## config.mk

```make
export PLATFORM = sky130hd
export DESIGN_NAME = mmpc_top
export DESIGN_NICKNAME = d
export VERILOG_FILES = /design/src/logic/mmpc_pkg.sv /design/src/logic/mmpc_chan.sv /design/src/logic/mmpc_top.sv
export SDC_FILE = /design/constraint.sdc
export NUM_CORES = 2
export LEC_CHECK = 0
export ABC_AREA = 1
export BUFFER_PORTS_ARGS = -buffer_cell sky130_fd_sc_hd__buf_2
export CAP_MARGIN = 0
export CORE_UTILIZATION = 45
export DETAILED_ROUTE_END_ITERATION = 10
export HOLD_SLACK_MARGIN = 0.15
export PLACE_DENSITY_LB_ADDON = 0.08
export SKIP_LAST_GASP = 1
export SYNTH_ARGS = -nofsm -noshare
export SYNTH_HDL_FRONTEND = slang
export SYNTH_SLANG_ARGS = --single-unit
```

## constraint.sdc

```tcl
create_clock -name aclk -period 4.8 [get_ports aclk]
set_input_delay 0.24 -clock aclk [delete_from_list [all_inputs] [get_ports aclk]]
set_output_delay 0.24 -clock aclk [all_outputs]
set_load 0.02 [all_outputs]
```

## src/logic/mmpc_pkg.sv

```systemverilog
// constants, codes and state types for the multi mode pulse counter
// assumes one 25 MHz clock and an AXI4-Lite master on the register side
// How it works
// - codes 0,1,3 pick dir/pulse, up/down, up count
// - codes 80,81,83 same counting, input inverted
// - codes 2,6,A pick frequency, adaptive/slow/fast gate
// - codes 82,86,8A frequency on inverted input
// - second input free for any single-input code
// - up count starts zero, wraps signed 32 bits
// - paired counts are signed, software bounds them
// - input pair 2k,2k+1 forms pair counter k
// - nonzero group filter drops short pulses, zero disables
package mmpc_pkg;
    // ************************************************************
    // sizes
    // ************************************************************
    localparam int NCH = 8; // pulse inputs
    localparam int NGRP = 3; // filter groups
    localparam int CLK_HZ = 25_000_000; // aclk rate
    // ************************************************************
    // mode codes, bit 7 inverts the input
    // ************************************************************
    localparam int INV_BIT = 7; // inversion flag position
    localparam logic [6:0] K_DIRPUL = 7'h00; // pair, dir/pulse
    localparam logic [6:0] K_UPDN = 7'h01; // pair, up/down
    localparam logic [6:0] K_FRQA = 7'h02; // freq, adaptive gate
    localparam logic [6:0] K_UP = 7'h03; // single up count
    localparam logic [6:0] K_FRQS = 7'h06; // freq, slow gate
    localparam logic [6:0] K_FRQF = 7'h0A; // freq, fast gate
    localparam logic [7:0] MODE_RST = 8'h03; // up count at reset
    localparam logic [15:0] FILT_RST = 16'h0000; // filter off
    // ************************************************************
    // gate times
    // ************************************************************
    localparam int SLOW_GATE_MS = 1000; // slow_signal_gate_time
    localparam int FAST_GATE_MS = 100; // fast_signal_gate_time
    localparam int SLOW_GATE_CYC = CLK_HZ / 1000 * SLOW_GATE_MS;
    localparam int FAST_GATE_CYC = CLK_HZ / 1000 * FAST_GATE_MS;
    localparam logic [31:0] AUTO_THR = 32'h0000_0064; // adaptive pick
    // ************************************************************
    // register map, byte addresses
    // ************************************************************
    localparam logic [7:0] WORD = 8'h04; // register stride
    localparam logic [7:0] MODE_BASE = 8'h00; // eight mode words
    localparam logic [7:0] FILT_BASE = 8'h20; // three filter words
    localparam logic [7:0] CLEAR_ADDR = 8'h2C; // clear mask, wo
    localparam logic [7:0] LEVEL_ADDR = 8'h30; // filtered levels
    localparam logic [7:0] COUNT_BASE = 8'h40; // eight counts
    localparam logic [1:0] RESP_OK = 2'h0; // axi okay
    localparam logic [1:0] RESP_ERR = 2'h2; // axi slverr
    // ************************************************************
    // state types
    // ************************************************************
    typedef struct packed {
        logic lvl; // filtered level
        logic rise; // rising edge pulse
        logic [15:0] stab; // stable-time counter
        logic [31:0] cnt; // count or frequency result
        logic [31:0] gate; // gate cycle counter
        logic [31:0] acc; // pulses in running gate
        logic slow; // adaptive gate uses slow
    } mmpc_chan_t;
    typedef struct packed {
        logic [NCH-1:0][7:0] mode; // per-input mode code
        logic [NGRP-1:0][15:0] filt; // input_glitch_filter_value
        logic [NCH-1:0] clr; // clear pulses
        logic aw_have; // write address held
        logic w_have; // write data held
        logic [7:0] awaddr; // held write address
        logic [31:0] wdata; // held write data
        logic [3:0] wstrb; // held byte enables
        logic awready; // aw channel ready
        logic wready; // w channel ready
        logic bvalid; // write response valid
        logic [1:0] bresp; // write response
        logic arready; // ar channel ready
        logic rvalid; // read data valid
        logic [1:0] rresp; // read response
        logic [31:0] rdata; // read data
    } mmpc_regs_t;
endpackage : mmpc_pkg

```

## src/logic/mmpc_chan.sv

```systemverilog
// one input lane: inversion, glitch filter, edge, count or frequency
// assumes sig_in synchronous to aclk; partner lane of the pair beside it
module mmpc_chan #(
    parameter bit IS_SECOND = 1'b0 // odd input of a pair
) (
    input wire logic aclk, // clock
    input wire logic aresetn, // sync reset, low
    input wire logic sig_in, // pulse input
    input wire logic [7:0] mode, // mode code
    input wire logic [15:0] filt, // filter width, cycles
    input wire logic clr, // clear count pulse
    input wire logic p_rise, // partner edge pulse
    input wire logic p_lvl, // partner filtered level
    input wire logic [31:0] slow_len, // slow gate cycles
    input wire logic [31:0] fast_len, // fast gate cycles
    input wire logic [31:0] auto_thr, // adaptive threshold
    output logic lvl_o, // filtered level
    output logic rise_o, // edge pulse
    output logic [31:0] count_o // count value
);
    // ************************************************************
    // state
    // ************************************************************
    mmpc_pkg::mmpc_chan_t q, d; // state and next
    logic raw; // input after inversion
    logic [6:0] kind; // mode without inversion
    logic [31:0] len; // active gate length
    assign raw = sig_in ^ mode[mmpc_pkg::INV_BIT];
    assign kind = mode[6:0];
    // slow gate for slow code, or adaptive after a small result
    assign len = (kind == mmpc_pkg::K_FRQS ||
                  (kind == mmpc_pkg::K_FRQA && q.slow)) ? slow_len
                                                        : fast_len;
    // ************************************************************
    // next state
    // ************************************************************
    always_comb begin
        d = q;
        // filter: a new level must hold filt cycles to be taken
        if (filt == 16'h0000) begin
            d.lvl = raw;
            d.stab = 16'h0000;
        end else if (raw != q.lvl) begin
            if (q.stab >= filt - 16'h0001) begin
                d.lvl = raw;
                d.stab = 16'h0000;
            end else begin
                d.stab = q.stab + 16'h0001;
            end
        end else begin
            d.stab = 16'h0000; // glitch dropped
        end
        d.rise = d.lvl & ~q.lvl;
        unique case (kind)
            mmpc_pkg::K_UP: begin
                // plain wrap at the signed limit
                if (q.rise) d.cnt = q.cnt + 32'h0000_0001;
            end
            mmpc_pkg::K_DIRPUL: begin
                // odd lane reads zero, even lane holds pair count
                if (IS_SECOND) begin
                    d.cnt = 32'h0000_0000;
                end else if (q.rise) begin
                    d.cnt = p_lvl ? q.cnt + 32'h0000_0001
                                  : q.cnt - 32'h0000_0001;
                end
            end
            mmpc_pkg::K_UPDN: begin
                if (IS_SECOND) begin
                    d.cnt = 32'h0000_0000;
                end else if (q.rise && !p_rise) begin
                    d.cnt = q.cnt + 32'h0000_0001;
                end else if (!q.rise && p_rise) begin
                    d.cnt = q.cnt - 32'h0000_0001;
                end
            end
            mmpc_pkg::K_FRQA, mmpc_pkg::K_FRQS, mmpc_pkg::K_FRQF: begin
                // count edges over a gate, publish at its end
                if (q.gate >= len - 32'h0000_0001) begin
                    d.cnt = q.acc + {31'h0000_0000, q.rise};
                    d.acc = 32'h0000_0000;
                    d.gate = 32'h0000_0000;
                    d.slow = (d.cnt < auto_thr);
                end else begin
                    d.gate = q.gate + 32'h0000_0001;
                    d.acc = q.acc + {31'h0000_0000, q.rise};
                end
            end
            default: ; // unknown code: lane idles
        endcase
        if (clr) begin
            d.cnt = 32'h0000_0000;
            d.acc = 32'h0000_0000;
            d.gate = 32'h0000_0000;
        end
    end
    // ************************************************************
    // registers
    // ************************************************************
    always_ff @(posedge aclk) begin
        if (!aresetn) q <= '0;
        else q <= d;
    end
    assign lvl_o = q.lvl;
    assign rise_o = q.rise;
    assign count_o = q.cnt;
endmodule : mmpc_chan

```

## src/logic/mmpc_top.sv

```systemverilog
// pulse counter top: eight lanes behind an AXI4-Lite register slave
// assumes one outstanding read and one write from the master
//
// Chosen here: register access over AXI4-Lite and the register offsets.
module mmpc_top #(
    parameter int SLOW_CYC = mmpc_pkg::SLOW_GATE_CYC, // slow gate
    parameter int FAST_CYC = mmpc_pkg::FAST_GATE_CYC, // fast gate
    parameter logic [31:0] AUTO_THR = mmpc_pkg::AUTO_THR // adaptive
) (
    input wire logic aclk, // clock
    input wire logic aresetn, // sync reset, low
    input wire logic [mmpc_pkg::NCH-1:0] pulse_in, // pulse inputs
    input wire logic [7:0] s_axi_awaddr, // write address
    input wire logic s_axi_awvalid, // write address valid
    output logic s_axi_awready, // write address ready
    input wire logic [31:0] s_axi_wdata, // write data
    input wire logic [3:0] s_axi_wstrb, // byte enables
    input wire logic s_axi_wvalid, // write data valid
    output logic s_axi_wready, // write data ready
    output logic [1:0] s_axi_bresp, // write response
    output logic s_axi_bvalid, // write response valid
    input wire logic s_axi_bready, // write response ready
    input wire logic [7:0] s_axi_araddr, // read address
    input wire logic s_axi_arvalid, // read address valid
    output logic s_axi_arready, // read address ready
    output logic [31:0] s_axi_rdata, // read data
    output logic [1:0] s_axi_rresp, // read response
    output logic s_axi_rvalid, // read data valid
    input wire logic s_axi_rready // read data ready
);
    // ************************************************************
    // signals
    // ************************************************************
    localparam int N = mmpc_pkg::NCH; // lanes
    mmpc_pkg::mmpc_regs_t q, d; // register state and next
    logic [N-1:0] lvl_w; // lane filtered levels
    logic [N-1:0] rise_w; // lane edge pulses
    logic [N-1:0][31:0] count_w; // lane counts
    logic do_wr; // write performed this cycle
    logic wr_hit; // write address mapped
    logic rd_hit; // read address mapped
    logic [31:0] rd_data; // read mux result
    // ************************************************************
    // lanes
    // ************************************************************
    for (genvar i = 0; i < N; i++) begin : g_lane
        localparam int P = i ^ 1; // partner lane
        localparam int G = (i < 2) ? 0 : (i < 4) ? 1 : 2; // group
        mmpc_chan #(
            .IS_SECOND(i % 2 == 1)
        ) u_chan (
            .aclk(aclk),
            .aresetn(aresetn),
            .sig_in(pulse_in[i]),
            .mode(q.mode[i]),
            .filt(q.filt[G]),
            .clr(q.clr[i]),
            .p_rise(rise_w[P]),
            .p_lvl(lvl_w[P]),
            .slow_len(32'(SLOW_CYC)),
            .fast_len(32'(FAST_CYC)),
            .auto_thr(AUTO_THR),
            .lvl_o(lvl_w[i]),
            .rise_o(rise_w[i]),
            .count_o(count_w[i])
        );
    end
    // ************************************************************
    // read decode
    // ************************************************************
    always_comb begin
        rd_hit = 1'b0;
        rd_data = 32'h0000_0000;
        for (int i = 0; i < N; i++) begin
            if (s_axi_araddr == mmpc_pkg::MODE_BASE +
                8'(i) * mmpc_pkg::WORD) begin
                rd_hit = 1'b1;
                rd_data = {24'h00_0000, q.mode[i]};
            end
            if (s_axi_araddr == mmpc_pkg::COUNT_BASE +
                8'(i) * mmpc_pkg::WORD) begin
                rd_hit = 1'b1;
                rd_data = count_w[i];
            end
        end
        for (int g = 0; g < mmpc_pkg::NGRP; g++) begin
            if (s_axi_araddr == mmpc_pkg::FILT_BASE +
                8'(g) * mmpc_pkg::WORD) begin
                rd_hit = 1'b1;
                rd_data = {16'h0000, q.filt[g]};
            end
        end
        if (s_axi_araddr == mmpc_pkg::CLEAR_ADDR) begin
            rd_hit = 1'b1; // reads zero
        end
        if (s_axi_araddr == mmpc_pkg::LEVEL_ADDR) begin
            rd_hit = 1'b1;
            rd_data = {24'h00_0000, lvl_w};
        end
    end
    // ************************************************************
    // bus and register next state
    // ************************************************************
    always_comb begin
        d = q;
        d.clr = '0;
        wr_hit = 1'b0;
        do_wr = q.aw_have && q.w_have && !q.bvalid;
        // take address and data in either order
        if (s_axi_awvalid && q.awready) begin
            d.aw_have = 1'b1;
            d.awaddr = s_axi_awaddr;
        end
        if (s_axi_wvalid && q.wready) begin
            d.w_have = 1'b1;
            d.wdata = s_axi_wdata;
            d.wstrb = s_axi_wstrb;
        end
        if (q.bvalid && s_axi_bready) d.bvalid = 1'b0;
        // both halves held: write and answer
        if (do_wr) begin
            for (int i = 0; i < N; i++) begin
                if (q.awaddr == mmpc_pkg::MODE_BASE +
                    8'(i) * mmpc_pkg::WORD) begin
                    wr_hit = 1'b1;
                    if (q.wstrb[0]) d.mode[i] = q.wdata[7:0];
                end
            end
            for (int g = 0; g < mmpc_pkg::NGRP; g++) begin
                if (q.awaddr == mmpc_pkg::FILT_BASE +
                    8'(g) * mmpc_pkg::WORD) begin
                    wr_hit = 1'b1;
                    if (q.wstrb[0]) d.filt[g][7:0] = q.wdata[7:0];
                    if (q.wstrb[1]) d.filt[g][15:8] = q.wdata[15:8];
                end
            end
            if (q.awaddr == mmpc_pkg::CLEAR_ADDR) begin
                wr_hit = 1'b1;
                if (q.wstrb[0]) d.clr = q.wdata[N-1:0];
            end
            d.bvalid = 1'b1;
            d.bresp = wr_hit ? mmpc_pkg::RESP_OK : mmpc_pkg::RESP_ERR;
            d.aw_have = 1'b0;
            d.w_have = 1'b0;
        end
        // read answers one cycle after the address is taken
        if (s_axi_arvalid && q.arready) begin
            d.rvalid = 1'b1;
            d.rdata = rd_data;
            d.rresp = rd_hit ? mmpc_pkg::RESP_OK : mmpc_pkg::RESP_ERR;
        end else if (q.rvalid && s_axi_rready) begin
            d.rvalid = 1'b0;
        end
        d.awready = !d.aw_have && !d.bvalid;
        d.wready = !d.w_have && !d.bvalid;
        d.arready = !d.rvalid;
    end
    // ************************************************************
    // registers
    // ************************************************************
    always_ff @(posedge aclk) begin
        if (!aresetn) begin
            q <= '0;
            q.mode <= {N{mmpc_pkg::MODE_RST}};
            q.filt <= {mmpc_pkg::NGRP{mmpc_pkg::FILT_RST}};
        end else begin
            q <= d;
        end
    end
    assign s_axi_awready = q.awready;
    assign s_axi_wready = q.wready;
    assign s_axi_bvalid = q.bvalid;
    assign s_axi_bresp = q.bresp;
    assign s_axi_arready = q.arready;
    assign s_axi_rvalid = q.rvalid;
    assign s_axi_rresp = q.rresp;
    assign s_axi_rdata = q.rdata;
endmodule : mmpc_top

```

==> impl_metrics.py <==
metrics = {
    "grt": {
        "grt_max_degree": 91,
        "grt_pass1_wl_mm": 371,
        "grt_pass1_vias": 64200,
        "antenna_found_initial": 10,
        "grt-ovfl-total": 0,
        "groute.usage.overall_pct": 29.7,
    },
    "setup_path": {
        "startpoint": "q[129]",
        "cp_max_fo": 16,
        "cp_data_arrival_time_ps": 4930,
        "r2r_start": "q[129]",
        "startpoint_type": "flip-flop",
        "worst-setup-path-type": "reg -> reg",
        "worstPathRequired_ps": 5480,
        "crit_path_end_kind": "flip-flop",
    },
    "logic_synthesis": {
        "synth_top_cell_by_area": "dfxtp_1",
        "synth_top_area_share_pct": 31.8,
        "async_flop_share_pct": 0,
        "ys_ff_latch": 1107,
        "synth_ff_type": "dfxtp_1",
        "ys_seq_area_share_pct": 31.8,
        "syn_area_um2": 69700,
        "synth_cells": 10300,
        "yosys_warnings": 0,
        "ys_types": 79,
        "postSynthAreaPerCell_um2": 6.75,
        "synth_area_leaders": "dfxtp_1, nand2_1, nor2_1, xor2_1, inv_1",
        "synth_edf_count": 0,
    },
    "clock_tree": {
        "path_clk_slew_ps": 60,
        "cts_root_buffer": "clkbuf_16",
        "cts_tree": "done",
        "postCtsSetupBuffers": 0,
        "numCtsBuffers": 136,
        "post_cts_resized": 0,
        "clock_sinks": 1107,
        "ctsHoldBuffers": 58,
        "worst_skew_pair.late_latency_ps": 780,
        "ctsHtreeMaxLevel": 4,
        "cts_buffer_depth": 3,
    },
    "route": {
        "drc_errors": 0,
        "wl_per_cell_um": 19.2,
        "drtIter0Drc": 5709,
        "vias_per_cell": 5.55,
        "drt-total-wl_mm": 239,
        "dr.pass1.iters": 6,
        "vias": 69100,
        "ant_nets": 0,
    },
    "final_layout": {
        "area_delta_synth_final_pct": 10.5,
        "final_common_cell": "nand2_1",
        "final_core_util_pct": 50.0,
        "nNetsFinal": 10600,
        "drive_gt1_share_pct": 5.99,
        "layout_common_cells": "nand2_1, nor2_1, dfxtp_1",
    },
    "floorplan": {
        "dieWidth_um": 395,
        "fp.dieH_um": 395,
        "start_util_pct": 45.3,
        "ios": 108,
        "core_um2": 154000,
        "num_rows": 144,
        "die_area_um2": 156000,
    },
    "sta": {
        "max_slew.worst_pin.slew_ps": 1190,
        "hold_slack_ps": 200,
        "fmax_mhz": 235,
        "fin_crit_ps": 4260,
        "drv_slew": 0,
        "setup_viol": 0,
        "finalWorstSetupSlack_ps": 543,
        "maxSlewHeadroom_pct": 20.8,
        "finalHoldViolations": 0,
        "rsz0062_at_grt": "false",
        "post-route-period-util_pct": 88.7,
        "worst_clock_skew_ps": 23.5,
        "tns_ps": 0,
    },
    "placement": {
        "gp_congestion": 0.994,
        "port_buffers": 87,
        "pre_cts_slack_ps": 568,
        "dpl.hpwl_mm": 181,
    },
    "run": {
        "maxCapViolCount": 0,
    },
    "run_status": {
        "outcome": "finished, final reports clean",
    },
    "power_and_ir_drop": {
        "p_leak_nw": 29.2,
        "power_density_nw_per_um2": 284,
        "peakVddDrop_mv": 0.367,
        "power_w": 0.0219,
    },
    "min_path": {
        "hold_start": "pulse_in[6]",
        "hold_path_class": "in -> reg",
    },
}
[registers in the layout (all words and copies together) (netlist names)]
register and count:
g_lane.u_chan.count_o 256, g_lane.u_chan.lvl_o 8, g_lane.u_chan.q 648, g_lane.u_chan.rise_o 8, q 148, s_axi_arready 1
s_axi_awready 1, s_axi_bresp 1, s_axi_bvalid 1, s_axi_rdata 32, s_axi_rresp 1, s_axi_rvalid 1
s_axi_wready 1
[worst max-delay path: stages (launching register included)]
cell and delay [ps]:
dfxtp_1 360, nor2_1 100, nand2_1 80, nor3_1 250, nand2_1 150, or3_1 390, nor4_1 370, nand3_1 160
xor2_1 420, ha_1 330, nand2_1 90, inv_1 40, nand3_1 80, inv_1 40, a21oi_1 130, nand3_1 120
or4_1 710, nor3b_1 340
[path summary, 6_finish.rpt]
kind	endpoint	slack, ps	cells after the start
max	g_lane[4].u_chan.q[100]	540	17
min	g_lane[6].u_chan.lvl_o	200	4
max reg2reg	g_lane[4].u_chan.q[100]	540	17
min reg2reg	g_lane[1].u_chan.q[62]	440	2
[area by class of cell]
class                      instances  area, um^2
clock inverter                    56         724
timing repair buffer             262        1920
multi-input combinational       7730       41700
fill                           15700       76900
tap                             2044        2560
clock buffer                     187        3870
inverter                        1064        4000
antenna                            1        2.50
sequential                      1107       22200
[power by group]
group / switching, W / internal (W) / total, W
combinational: 0.00101 / 0.000481 / 0.00149
sequential: 0.000283 / 0.00935 / 0.00963
clock: 0.00441 / 0.00632 / 0.0107
total: 0.00571 / 0.0162 / 0.0219
[cell families (layout without fill, tap and decap cells)]
kind of cell,Yosys count,count (layout),synth area share [%]
xor gates and xnor gates,702,702,8.83
buffers and inverters,1485,1569,8.36
other,1,3,0.00538
muxes,9,9,0.144
DFF,1107,1107,31.8
and+or+nand+nor,4927,4927,30.9
AOI/OAI and AO/OA,1811,1811,15.0
adders and majority gates,279,279,5.01
[metrics by stage]
stage	instance area [um^2]	cells
global route	77000	12500
CTS	77000	12500
detailed placement	71800	12100
global placement	71800	12100
finish	77000	12500
floorplan	69700	10300
[cell usage after synthesis (10+ instances only)]
cell and number:
a211oi_1 55, a21oi_1 735, a221oi_1 49, a22oi_1 60
a31o_2 13, a31oi_1 18, and3_1 16, buf_1 20
buf_2 57, buf_4 42, clkbuf_1 298, clkinv_1 26
dfxtp_1 1107, ha_1 279, inv_1 1018, inv_2 20
nand2_1 1830, nand3_1 417, nand3b_1 10, nand4_1 285
nor2_1 1614, nor2_2 40, nor3_1 423, nor3_2 27
nor3b_1 65, nor4_1 108, o2111ai_1 31, o211ai_1 49
o21ai_0 582, o221ai_1 38, o22ai_1 96, o31ai_1 10
o32ai_1 13, or2_2 37, xnor2_1 143, xor2_1 559
[per-layer routing]
| metal | share of wire, % | GRT usage (%) |
|---|---|---|
| met5 | 0.022 | 0 |
| met2 | 46 | 48.9 |
| met3 | 5.4 | 3.34 |
| met1 | 45 | 39.8 |
| met4 | 3.9 | 11.1 |
No activity file was read; power rests on OpenSTA's default activity.
